[config.mk]
export PLATFORM = sky130hd
export DESIGN_NAME = dbu_top
export DESIGN_NICKNAME = d
export VERILOG_FILES = /design/src/verilog/dbu_top.v
export VERILOG_INCLUDE_DIRS = /design/src /design/src/verilog
export SDC_FILE = /design/constraint.sdc
export NUM_CORES = 2
export LEC_CHECK = 0
export BUFFER_PORTS_ARGS = -buffer_cell sky130_fd_sc_hd__buf_2
export CAP_MARGIN = 20
export CORE_MARGIN = 2
export CORE_UTILIZATION = 50
export CTS_BUF_LIST = sky130_fd_sc_hd__clkbuf_16
export CTS_CLUSTER_DIAMETER = 50
export CTS_CLUSTER_SIZE = 28
export DETAILED_ROUTE_END_ITERATION = 10
export GPL_ROUTABILITY_DRIVEN = 1
export GPL_TIMING_DRIVEN = 0
export PLACE_DENSITY_LB_ADDON = 0.3
export SYNTH_ARGS = -nofsm -noshare
export SYNTH_HDL_FRONTEND = slang
export SYNTH_SLANG_ARGS = --single-unit
[constraint.sdc]
create_clock -name core_clk_i -period 40 [get_ports core_clk_i]
set_clock_uncertainty 0.05 [all_clocks]
set_input_delay 8 -clock core_clk_i [delete_from_list [all_inputs] [get_ports core_clk_i]]
set_output_delay 8 -clock core_clk_i [all_outputs]
set_load 0.01 [all_outputs]
[src/verilog/dbu_defs.vh]
// register indices, field positions and reset values of the debug breakpoint unit
`ifndef DBU_DEFS_VH
`define DBU_DEFS_VH
`define DBU_IDX_CAUSE    8'h15
`define DBU_IDX_DATA     8'h16
`define DBU_IDX_STOP     8'h18
`define DBU_IDX_SCR      8'h20
`define DBU_IDX_IBA      8'h30
`define DBU_IDX_IBC      8'h40
`define DBU_IDX_DWA1     8'h50
`define DBU_IDX_DWA2     8'h60
`define DBU_IDX_DWC      8'h70
`define DBU_IDX_RWM      8'h80
`define DBU_IDX_RWV      8'h90
`define DBU_IDX_RWC      8'h9C
`define DBU_IDX_STS      8'hA0
`define DBU_IDX_MSK      8'hA1
`define DBU_IDX_MODE     8'hA2
`define DBU_CAUSE_LSB    0
`define DBU_CAUSE_W      3
`define DBU_THR_LSB      8
`define DBU_BIDX_LSB     16
`define DBU_EN_BIT       0
`define DBU_COND_BIT     1
`define DBU_LOAD_BIT     2
`define DBU_TEN_LSB      16
`define DBU_CTL_WMASK    32'h00FF0007
`define DBU_CAUSE_HOST   3'h1
`define DBU_CAUSE_DEBUG_CALL_INSTRUCTION  3'h2
`define DBU_CAUSE_IBP    3'h3
`define DBU_CAUSE_DWP    3'h4
`define DBU_CAUSE_RWP    3'h5
`define DBU_RST_CAUSE    3'h0
`define DBU_RST_CTL      32'h00000000
`define DBU_RST_WORD     32'h00000000
`define DBU_HTRANS_NSEQ  2'h2
`define DBU_HRESP_OKAY   1'h0
`endif

[src/verilog/dbu_top.v]
// debug breakpoint unit: breakpoints, watchpoints, cause capture, stop mask, scratch
//
// Local design decision: the AHB-Lite slave port.
`timescale 1ns/1ps
// Summary of operation
// record 3-bit debug cause, reset zero
// record lowest firing breakpoint index
// record causing thread, zero for host
// data watchpoint captures effective address
// resource watchpoint captures resource identifier
// stop mask halts threads outside debug
// eight shared scratch words
// four instruction breakpoints on PC match
// per-thread enable field, resets zero
// condition bit selects equal or unequal
// bit zero is master enable
// four data watchpoints, two addresses
// combine bit selects AND or OR
// load bit lets loads trigger
// four resource watchpoints, mask and value
// condition bit selects condition A or B
// all capture fields update together
// masked compare, parameterised A and B
`include "dbu_defs.vh"
module dbu_top #(
    parameter NBP      = 4,
    parameter NSCR     = 8,
    parameter RES_A_EQ = 1,
    parameter RES_B_EQ = 0
) (
    input  wire        core_clk_i,
    input  wire        reset_i,
    input  wire        hsel_i,
    input  wire [31:0] haddr_i,
    input  wire [1:0]  htrans_i,
    input  wire        hwrite_i,
    input  wire [2:0]  hsize_i,
    input  wire [31:0] hwdata_i,
    input  wire        hready_i,
    output wire        hreadyout_o,
    output wire        hresp_o,
    output reg  [31:0] hrdata_o,
    input  wire        host_dbg_req_i,
    input  wire        debug_call_instruction_valid_i,
    input  wire [2:0]  debug_call_instruction_thread_i,
    input  wire        pc_valid_i,
    input  wire [31:0] pc_i,
    input  wire [2:0]  pc_thread_i,
    input  wire        mem_valid_i,
    input  wire        mem_load_i,
    input  wire [31:0] mem_addr_i,
    input  wire [2:0]  mem_thread_i,
    input  wire        res_valid_i,
    input  wire [31:0] res_id_i,
    input  wire [2:0]  res_thread_i,
    output wire        debug_mode_o,
    output reg         debug_entry_o,
    output wire [7:0]  thread_stop_o,
    output wire        irq_o
);

    reg  [31:0] scr_q  [0:NSCR-1];
    reg  [31:0] iba_q  [0:NBP-1];
    reg  [31:0] ibc_q  [0:NBP-1];
    reg  [31:0] dwa1_q [0:NBP-1];
    reg  [31:0] dwa2_q [0:NBP-1];
    reg  [31:0] dwc_q  [0:NBP-1];
    reg  [31:0] rwm_q  [0:NBP-1];
    reg  [31:0] rwv_q  [0:NBP-1];
    reg  [31:0] rwc_q  [0:NBP-1];
    reg  [2:0]  cause_q;
    reg  [1:0]  bidx_q;
    reg  [7:0]  thr_q;
    reg  [31:0] data_q;
    reg  [7:0]  stop_q;
    reg         dbg_q;
    reg  [4:0]  sts_q;
    reg  [4:0]  msk_q;
    reg         hreq_s1_q;
    reg         hreq_s2_q;
    reg         hreq_s3_q;
    reg         wr_q;
    reg         rd_q;
    reg         rd_done_q;
    reg  [7:0]  idx_q;
    wire [NBP-1:0] ib_hit;
    wire [NBP-1:0] dw_hit;
    wire [NBP-1:0] rw_hit;
    integer k;

    function [1:0] lowest;
        input [3:0] v;
        begin
            if (v[0]) lowest = 2'h0;
            else if (v[1]) lowest = 2'h1;
            else if (v[2]) lowest = 2'h2;
            else lowest = 2'h3;
        end
    endfunction

    genvar g;
    generate
        for (g = 0; g < NBP; g = g + 1) begin : g_bp
            wire pc_eq = (pc_i == iba_q[g]);
            wire a_ge  = (mem_addr_i >= dwa1_q[g]);
            wire b_le  = (mem_addr_i <= dwa2_q[g]);
            wire r_eq  = (((res_id_i ^ rwv_q[g]) & rwm_q[g]) == 32'h00000000);
            wire r_a   = RES_A_EQ ? r_eq : ~r_eq;
            wire r_b   = RES_B_EQ ? r_eq : ~r_eq;
            // see see see
            assign ib_hit[g] = pc_valid_i & ibc_q[g][`DBU_EN_BIT]
                             & ibc_q[g][`DBU_TEN_LSB + pc_thread_i]
                             & (ibc_q[g][`DBU_COND_BIT] ? ~pc_eq : pc_eq);
            // stores always qualify; loads only with the load bit
            assign dw_hit[g] = mem_valid_i & dwc_q[g][`DBU_EN_BIT]
                             & dwc_q[g][`DBU_TEN_LSB + mem_thread_i]
                             & (~mem_load_i | dwc_q[g][`DBU_LOAD_BIT])
                             & (dwc_q[g][`DBU_COND_BIT] ? (a_ge | b_le)
                                                        : (a_ge & b_le)); // see
            assign rw_hit[g] = res_valid_i & rwc_q[g][`DBU_EN_BIT]
                             & rwc_q[g][`DBU_TEN_LSB + res_thread_i]
                             & (rwc_q[g][`DBU_COND_BIT] ? r_b : r_a); // see
        end
    endgenerate

    // pad to the four slots the index field names; a zero repeat count is illegal
    wire [NBP+3:0] ib_x = {4'h0, ib_hit};
    wire [NBP+3:0] dw_x = {4'h0, dw_hit};
    wire [NBP+3:0] rw_x = {4'h0, rw_hit};
    wire [3:0]     ib_v = ib_x[3:0];
    wire [3:0]     dw_v = dw_x[3:0];
    wire [3:0]     rw_v = rw_x[3:0];

    wire host_ev  = hreq_s2_q & ~hreq_s3_q;
    wire any_ev   = host_ev | debug_call_instruction_valid_i | (|ib_hit) | (|dw_hit) | (|rw_hit);
    // no new entry while already in debug mode
    wire enter    = ~dbg_q & any_ev;

    reg  [2:0]  ev_cause;
    reg  [1:0]  ev_bidx;
    reg  [7:0]  ev_thr;
    reg  [31:0] ev_data;
    always @* begin
        ev_cause = `DBU_CAUSE_HOST;
        ev_bidx  = 2'h0;
        ev_thr   = 8'h00;
        ev_data  = data_q;
        if (host_ev) begin
            ev_cause = `DBU_CAUSE_HOST; // see
        end else if (debug_call_instruction_valid_i) begin
            ev_cause = `DBU_CAUSE_DEBUG_CALL_INSTRUCTION;
            ev_thr   = {5'h00, debug_call_instruction_thread_i};
        end else if (|ib_hit) begin
            ev_cause = `DBU_CAUSE_IBP;
            ev_bidx  = lowest(ib_v);
            ev_thr   = {5'h00, pc_thread_i};
        end else if (|dw_hit) begin
            ev_cause = `DBU_CAUSE_DWP;
            ev_bidx  = lowest(dw_v);
            ev_thr   = {5'h00, mem_thread_i};
            ev_data  = mem_addr_i;
        end else begin
            ev_cause = `DBU_CAUSE_RWP;
            ev_bidx  = lowest(rw_v);
            ev_thr   = {5'h00, res_thread_i};
            ev_data  = res_id_i;
        end
    end

    // zero-wait writes, one wait state on reads so read data is registered
    wire take = hsel_i & hready_i & htrans_i[1];
    wire rd_wait = rd_q & ~rd_done_q;
    assign hreadyout_o = ~rd_wait;
    assign hresp_o     = `DBU_HRESP_OKAY;

    always @(posedge core_clk_i or posedge reset_i) begin
        if (reset_i) begin
            wr_q      <= 1'b0;
            rd_q      <= 1'b0;
            rd_done_q <= 1'b0;
            idx_q     <= 8'h00;
        end else begin
            if (rd_wait) begin
                rd_done_q <= 1'b1;
            end else begin
                wr_q      <= take & hwrite_i;
                rd_q      <= take & ~hwrite_i;
                rd_done_q <= 1'b0;
                if (take)
                    idx_q <= haddr_i[9:2];
            end
        end
    end

    wire wr_en = wr_q;
    wire [2:0] sub8 = idx_q[2:0];
    wire [1:0] sub4 = idx_q[1:0];
    wire grp4 = (idx_q[7:2] == 6'h0C) || (idx_q[7:2] == 6'h10) ||
                (idx_q[7:2] == 6'h14) || (idx_q[7:2] == 6'h18) ||
                (idx_q[7:2] == 6'h1C) || (idx_q[7:2] == 6'h20) ||
                (idx_q[7:2] == 6'h24) || (idx_q[7:2] == 6'h27);

    reg [31:0] rmux;
    always @* begin
        rmux = 32'h00000000;
        case (idx_q)
            `DBU_IDX_CAUSE: rmux = {14'h0000, bidx_q, thr_q, 5'h00, cause_q};
            `DBU_IDX_DATA:  rmux = data_q;
            `DBU_IDX_STOP:  rmux = {24'h000000, stop_q};
            `DBU_IDX_STS:   rmux = {27'h0000000, sts_q};
            `DBU_IDX_MSK:   rmux = {27'h0000000, msk_q};
            `DBU_IDX_MODE:  rmux = {31'h00000000, dbg_q};
            default: begin
                if (idx_q[7:3] == 5'h04)
                    rmux = scr_q[sub8];
                else if (grp4) begin
                    case (idx_q[7:2])
                        6'h0C:   rmux = iba_q[sub4];
                        6'h10:   rmux = ibc_q[sub4];
                        6'h14:   rmux = dwa1_q[sub4];
                        6'h18:   rmux = dwa2_q[sub4];
                        6'h1C:   rmux = dwc_q[sub4];
                        6'h20:   rmux = rwm_q[sub4];
                        6'h24:   rmux = rwv_q[sub4];
                        6'h27:   rmux = rwc_q[sub4];
                        default: rmux = 32'h00000000;
                    endcase
                end
            end
        endcase
    end

    wire rd_now   = rd_wait;
    wire sts_rd   = rd_now & (idx_q == `DBU_IDX_STS);
    wire [4:0] sts_set = enter ? (5'h01 << (ev_cause - 3'h1)) : 5'h00;

    always @(posedge core_clk_i or posedge reset_i) begin
        if (reset_i) begin
            hrdata_o      <= `DBU_RST_WORD;
            hreq_s1_q     <= 1'b0;
            hreq_s2_q     <= 1'b0;
            hreq_s3_q     <= 1'b0;
            cause_q       <= `DBU_RST_CAUSE;
            bidx_q        <= 2'h0;
            thr_q         <= 8'h00;
            data_q        <= `DBU_RST_WORD;
            stop_q        <= 8'h00;
            dbg_q         <= 1'b0;
            sts_q         <= 5'h00;
            msk_q         <= 5'h00;
            debug_entry_o <= 1'b0;
            for (k = 0; k < NSCR; k = k + 1)
                scr_q[k] <= `DBU_RST_WORD;
            for (k = 0; k < NBP; k = k + 1) begin
                iba_q[k]  <= `DBU_RST_WORD;
                ibc_q[k]  <= `DBU_RST_CTL; // see
                dwa1_q[k] <= `DBU_RST_WORD;
                dwa2_q[k] <= `DBU_RST_WORD;
                dwc_q[k]  <= `DBU_RST_CTL;
                rwm_q[k]  <= `DBU_RST_WORD;
                rwv_q[k]  <= `DBU_RST_WORD;
                rwc_q[k]  <= `DBU_RST_CTL;
            end
        end else begin
            hreq_s1_q     <= host_dbg_req_i;
            hreq_s2_q     <= hreq_s1_q;
            hreq_s3_q     <= hreq_s2_q;
            debug_entry_o <= enter;
            if (rd_now)
                hrdata_o <= rmux;
            // read clears, but a same-cycle event still lands
            sts_q <= (sts_rd ? 5'h00 : sts_q) | sts_set;
            if (wr_en) begin
                case (idx_q)
                    `DBU_IDX_CAUSE: begin
                        cause_q <= hwdata_i[2:0];
                        thr_q   <= hwdata_i[15:8];
                        bidx_q  <= hwdata_i[17:16];
                    end
                    `DBU_IDX_DATA: data_q <= hwdata_i;
                    `DBU_IDX_STOP: stop_q <= hwdata_i[7:0];
                    `DBU_IDX_MSK:  msk_q  <= hwdata_i[4:0];
                    // writing one leaves debug mode
                    `DBU_IDX_MODE: if (hwdata_i[0]) dbg_q <= 1'b0;
                    default: begin
                        if (idx_q[7:3] == 5'h04)
                            scr_q[sub8] <= hwdata_i;
                        else begin
                            case (idx_q[7:2])
                                6'h0C: iba_q[sub4]  <= hwdata_i;
                                6'h10: ibc_q[sub4]  <= hwdata_i & `DBU_CTL_WMASK;
                                6'h14: dwa1_q[sub4] <= hwdata_i;
                                6'h18: dwa2_q[sub4] <= hwdata_i;
                                6'h1C: dwc_q[sub4]  <= hwdata_i & `DBU_CTL_WMASK;
                                6'h20: rwm_q[sub4]  <= hwdata_i;
                                6'h24: rwv_q[sub4]  <= hwdata_i;
                                6'h27: rwc_q[sub4]  <= {8'h00, hwdata_i[23:16],
                                                        14'h0000, hwdata_i[1:0]};
                                default: ;
                            endcase
                        end
                    end
                endcase
            end
            // capture wins over a software write in the same cycle
            if (enter) begin
                dbg_q   <= 1'b1;
                cause_q <= ev_cause;
                bidx_q  <= ev_bidx;
                thr_q   <= ev_thr;
                data_q  <= ev_data;
            end
        end
    end

    assign debug_mode_o  = dbg_q;
    assign thread_stop_o = dbg_q ? 8'h00 : stop_q;
    assign irq_o         = |(sts_q & msk_q);

endmodule // dbu_top

* After elaboration in Yosys (flattened, before gate mapping)
Cells that the tools add are included.
Storage, ports and cells: register bits 1391, logic and storage cells 354, output and inout bits 45
Cells by class: order comparisons 15, equality and inequality tests 22, $add $sub $neg 4, muxes and demuxes 125, shift operators 1, bitwise operators 92, reduce and logical (&&, ||, !) cells 38
Operators by type and width (number):
- bitwise mux 128 bit | 8
- two-way mux 32 bit | 29
- binary-select mux 32 bit (select 2 bit) | 8
- bitwise mux 256 bit | 1
- one-hot mux 32 bit (8 select lines) | 1
- one-hot mux 32 bit (6 select lines) | 1
- AND 32 bit | 4
- == test 32 bit | 4
- greater-or-equal comparator 32 bit | 4
- less-or-equal comparator 32 bit | 4
- logical NOT 32 bit | 4
- bitwise XOR 32 bit | 4
- binary-select mux 32 bit (select 3 bit) | 1
- demux 32 bit (select 3 bit) | 1
- demux 32 bit (select 2 bit) | 1
- binary-select mux 1 bit (select 5 bit) | 12
- AND 1 bit | 52
- two-way mux 1 bit | 33
- two-way mux 8 bit | 4
- AND reduction 4 bit | 8
- two-way mux 3 bit | 10
- two-way mux 2 bit | 13
- == test 6 x 5 -> 1 bit (second input constant) | 4
- == test 8 x 5 -> 1 bit (second input constant) | 3
- other kinds (28) | 83

* Logic depth before layout (Yosys ltp)
word-level depth 15, gate-level depth with buffers 15, gate-level depth less buffers 14

* Least setup slack after synthesis
OpenSTA, ideal clock, no wires.
kind input-to-reg, start in mem_addr_i[27], end reg data_q[0], arrival 10.830 ns, stages 12, path slack 28.998 ns, buffers on the path 1, library setup time 0.122 ns, cells stage by stage ha_1 -> a2111oi_2 -> o21ai_1 -> a221oi_2 -> o41ai_1 -> a41o_1 -> maj3_2 -> a22oi_4 -> nand2_4 -> buf_6 -> or4_1 -> a32o_1
Between the ends: longest elaborated chain between the ends 10, elaborated cells on any way between the ends 39, classes of those cells order compare (8); eq/ne (3); mux (9); bitwise (15); reduce/logical (4)
Ends and longest elaborated chain:
- start, declared | RTL line dbu_top.v:51 | input wire [31:0] mem_addr_i,
- greater-or-equal comparator 32 bit / less-or-equal comparator 32 bit (equally long branches) | RTL line dbu_top.v:105, dbu_top.v:106
- AND 1 bit / bitwise OR 1 bit (equally long branches) | RTL line dbu_top.v:119, dbu_top.v:118
- two-way mux 1 bit | RTL line dbu_top.v:118 | & (dwc_q[g][`DBU_COND_BIT] ? (a_ge | b_le)
- AND 1 bit | RTL line dbu_top.v:115 | assign dw_hit[g] = mem_valid_i & dwc_q[g][`DBU_EN_BIT]
- OR reduction 4 bit (*) | RTL line dbu_top.v:135, dbu_top.v:157
- bitwise OR 1 bit / two-way mux 32 bit (equally long branches) | RTL line dbu_top.v:135, dbu_top.v:157
- bitwise OR 1 bit / two-way mux 32 bit (equally long branches) | RTL line dbu_top.v:135, dbu_top.v:153
- AND 1 bit / two-way mux 32 bit (equally long branches) | RTL line dbu_top.v:137, dbu_top.v:150
- != test 2 bit (no source line) (tied with other cells)
- AND reduction 5 bit (no source line) / two-way mux 32 bit (equally long branches)
- end signal, assigned | RTL line dbu_top.v:246 | data_q <= `DBU_RST_WORD;
- end signal, assigned | RTL line dbu_top.v:280 | `DBU_IDX_DATA: data_q <= hwdata_i;
- end signal, assigned | RTL line dbu_top.v:311 | data_q <= ev_data;
- end, declared | RTL line dbu_top.v:74 | reg [31:0] data_q;
Every way passes the cells marked *; elsewhere a longest branch is shown, timed or not. The select of a mux whose other input is x is not followed. A chain may end at the register's enable or synchronous reset.

* Final worst setup path
start in res_id_i[2], end reg thr_q[2]
Between the ends: longest elaborated chain between the ends 11, elaborated cells on any way between the ends 31, classes of those cells mux (5); bitwise (18); reduce/logical (8)
Ends and longest elaborated chain:
- start, declared | RTL line dbu_top.v:54 | input wire [31:0] res_id_i,
- bitwise XOR 32 bit | RTL line dbu_top.v:107 | wire r_eq = (((res_id_i ^ rwv_q[g]) & rwm_q[g]) == 32'h00000000);
- AND 32 bit | RTL line dbu_top.v:107
- logical NOT 32 bit | RTL line dbu_top.v:107
- NOT 1 bit | RTL line dbu_top.v:109 | wire r_b = RES_B_EQ ? r_eq : ~r_eq;
- two-way mux 1 bit | RTL line dbu_top.v:122 | & (rwc_q[g][`DBU_COND_BIT] ? r_b : r_a);
- AND 1 bit | RTL line dbu_top.v:120 | assign rw_hit[g] = res_valid_i & rwc_q[g][`DBU_EN_BIT]
- OR reduction 4 bit (*) | RTL line dbu_top.v:135 | wire any_ev = host_ev | debug_call_instruction_valid_i | (|ib_hit) | (|dw_hit) | (|rw_hit);
- bitwise OR 1 bit (*) | RTL line dbu_top.v:135
- AND 1 bit (*) | RTL line dbu_top.v:137 | wire enter = ~dbg_q & any_ev;
- via enter | RTL line dbu_top.v:137
- nonzero test 2 bit (no source line)
- AND reduction 2 bit (no source line)
- end signal, assigned | RTL line dbu_top.v:277 | thr_q <= hwdata_i[15:8];
- end signal, assigned | RTL line dbu_top.v:310 | thr_q <= ev_thr;
- end, declared | RTL line dbu_top.v:73 | reg [7:0] thr_q;
The timed path passes the listed nets; every way through them passes the cells marked *.

==> flow_summary_export.csv <==
group,metric,value,unit
final_layout,utilization,0.576,
yosys,synth_edf_count,0,
job,cap_violations,0,
sta,hold_slack,0.332,ns
detailed_routing,firstDrtPassIters,7,
clock_network,cts_root_buf,"clkbuf_16",
pwr,power.leakage,32.8,nW
pwr,power.share.clock,0.351,
sta,final_hold_viol_count,0,
pwr,comb_power_share,0.289,
pwr,power.density,54.3,nW/um2
detailed_routing,totalWireLength,287000,um
yosys,ys_ff_latch,1135,
detailed_routing,route.met3.wl,42000,um
floorplan,io_pins,233,
detailed_routing,top_layer,"met5",
final_layout,fin_cells,7896,
clock_network,clock_latency,0.81,ns
sta,final.setup.worst_slack,26.97,ns
detailed_routing,antenna_violating_nets_post_route,0,
pwr,p_switching,1.41,mW
sta,slew_headroom,0.135,
pwr,pwr-share-seq,0.360,
floorplan,core,119000,um2
global_routing,grt_usage,0.468,
worst_setup_path,arrival,13.66,ns
yosys,synthFlopType,"dfrtp_1",
sta,finalMaxSlewViolations,0,
place,dp.cells,7639,
floorplan,die_w,351,um
clock_network,cts_setup_buffers,0,
place,port-buffer-count,163,
sta,rsz0062_at_grt,"false",
final_layout,nets,6610,
worst_setup_path,critPathTopFamily,"simple AND/OR/NAND/NOR gates",
yosys,syn_inst,5793,
worst_setup_path,start_kind,"input port",
floorplan,die_y,351,um
detailed_routing,drt_iter0_drc,8590,
yosys,syn_nets,6237,
worst_setup_path,crit_chain,"clkbuf_1, xor2_1, a22oi_1, nand4_1, nor4_1, mux2i_1, o2111ai_1, nor3_2, nand3_1, nand2_1, inv_1, buf_2, o32ai_1",
clock_network,clkTransAtPathRegs,0.07,ns
yosys,ys_warn_count,0,
worst_setup_path,ff2ff_setup_slack,34.21,ns
sta,worst_pin_slew,1.30,ns
worst_setup_path,crit_buf_inv,3,
pwr,swShare,0.376,
detailed_routing,wire_per_inst,36.3,um
final_layout,drive_gt1_frac,0.159,
place,dpl_worst_slack,26.57,ns
sta,period_needed,13.03,ns
pwr,peakVddDrop,0.0000470,V
global_routing,grt_max_degree,44,
yosys,synth_cell_type_count,75,
clock_network,cts.path.max_buffers,3,
clock_network,cts.sink_count,1135,
final_layout,fin_area,68900,um2
pwr,intPower,2.33,mW
detailed_routing,dr_total_vias,53400,
detailed_routing,wl_met2,112000,um
place,routabilityCongestion,1.08,
floorplan,rows,127,
worst_setup_path,cp_max_fo,10,
final_layout,area_growth,14.6,%
clock_network,cts_resized,0,
pwr,total_power,3.74,mW
clock_network,hold_buffers,0,
clock_network,htree_levels,4,
sta,fmax,0.0768,GHz
worst_setup_path,path_class,"in -> reg",
yosys,async_reset_ff_frac,1.00,
min_path,hold_path.class,"reg -> reg",
worst_setup_path,cp_slowest_cell,"mux2i_1",
run_status,status,"finished, final reports clean",
floorplan,dieArea,123000,um2
place,dp_hpwl,222000,um
global_routing,antenna_found_initial,27,
clock_network,cts_tree,"yes",
global_routing,grt-ovfl-total,0,
sta,finalCritPeriodShare,0.326,
worst_setup_path,worstSetupEndpointType,"flip-flop",
detailed_routing,detail_route.vias_per_cell,6.77,
floorplan,start_util,0.503,
worst_setup_path,critPathRequiredTime,40.63,ns
detailed_routing,m1WireLength,105000,um
yosys,syn_area,60100,um2
place,place_area,64200,um2
yosys,yosysSeqAreaShare,0.473,
clock_network,cts_buffers,133,
yosys,synth_area_per_cell,10.4,um2
global_routing,grt_pass1_wl,395000,um
global_routing,grt_pass1_vias,50500,
worst_setup_path,max_stage_delay,0.82,ns
sta,finalSetupViolCount,0,
detailed_routing,drc,0,
sta,setup_tns,0,ns
[power by group through the flow]
stage               clock (mW)  sequential (mW)  combinational [mW]
floorplan                    0             1.33               0.511
global placement             0             1.36               0.956
detailed placement           0             1.36                1.01
CTS                       1.30             1.34                1.02
global route              1.35             1.35                1.09
finish                    1.31             1.35                1.08
[logic make-up after synthesis]
| logic type | count (synthesis) | synth area share |
|---|---|---|
| buf+inv | 722 | 0.0458 |
| xor+xnor | 257 | 0.0375 |
| flops | 1135 | 0.473 |
| simple gates | 1468 | 0.105 |
| mux | 512 | 0.147 |
| fa+ha+maj | 260 | 0.0540 |
| compound gates | 1438 | 0.138 |
| other cells | 1 | 0.0000624 |
[sequential cells by signal, indices dropped and copies added (netlist names), 44 cells and up]
register and cells:
scr_q 256, rwm_q 128, iba_q 128, dwc_q 44, ibc_q 44, rwv_q 128
dwa2_q 128, dwa1_q 128
[synthesized netlist by cell type (all sizes together), types with 23 or more instances]
cell / count / area [um2]
a21oi: 122 / 611
a22oi: 158 / 1210
a32o: 32 / 320
buf: 67 / 294
clkbuf: 362 / 1360
dfrtp: 1135 / 28400
ha: 256 / 3200
inv: 292 / 1100
mux2: 188 / 2120
mux2i: 46 / 460
mux4: 278 / 6260
nand2: 1071 / 4030
nand3: 56 / 280
nand4: 89 / 563
nor2: 93 / 349
nor2b: 23 / 144
nor4: 42 / 275
o21ai: 972 / 4860
or4: 34 / 255
xnor2: 33 / 289
xor2: 224 / 1960
[layer usage]
layer  GRT usage  vias to the layer above
met2       0.616                     4180
met4       0.362                       14
met1       0.615                    26900
met5           0                        -
li1            -                    21400
met3       0.182                      979
[layout by cell type (no fill, tap or decap), types with 23 or more instances in the layout]
master / netlist / routed
nand3_1: 56 / 56
mux2i_1: 46 / 46
ha_1: 256 / 256
or4_1: 34 / 34
xnor2_1: 33 / 33
mux2_2: 188 / 188
buf_12: 0 / 31
nor4_1: 40 / 39
nor2_1: 93 / 92
clkbuf_16: 0 / 139
dfrtp_1: 1135 / 1135
a32o_1: 32 / 32
clkbuf_1: 362 / 352
xor2_1: 224 / 224
buf_2: 10 / 197
inv_6: 0 / 23
nor2b_1: 23 / 23
inv_1: 292 / 295
a22oi_1: 156 / 156
o21ai_0: 970 / 970
a21oi_1: 122 / 122
mux4_2: 278 / 278
nand4_1: 88 / 88
nand2_1: 1070 / 1070
buf_1: 52 / 31
[worst register-to-register path, stage by stage (launching register included)]
cell and delay, ns:
dfrtp_1 0.33, clkbuf_1 0.85, clkbuf_1 0.95, clkbuf_2 0.85
clkbuf_1 0.66, mux4_2 0.53, a22oi_1 0.62, nand4_1 0.42
a21oi_1 0.32, o21ai_0 0.10
[cell type report]
class	instances	area, um2
diodes	15	37.5
plain buffers	429	1690
clock buffers	139	3480
clock inverters	99	1150
fillers	10400	50600
inverters	293	1100
multi-input cells	3936	29000
flip-flops and latches	1135	28400
well taps	1612	2020
repair buffers	238	2040
[worst paths after layout]
kind	startpoint	endpoint	cells after the start
max	res_id_i[2]	thr_q[2]$_DFFE_PP0P_	13
max in group asynchronous	reset_i	iba_q[83]$_DFFE_PP0P_	8
min in group asynchronous	reset_i	dwa1_q[107]$_DFFE_PP0P_	2
min reg2reg	hreq_s2_q$_DFF_PP0_	hreq_s3_q$_DFF_PP0_	0
max reg2reg	idx_q[1]$_DFFE_PP0P_	hrdata_o[15]$_DFFE_PP0P_	9
min	hreq_s2_q$_DFF_PP0_	hreq_s3_q$_DFF_PP0_	0
(Power assumes the default switching activity.)
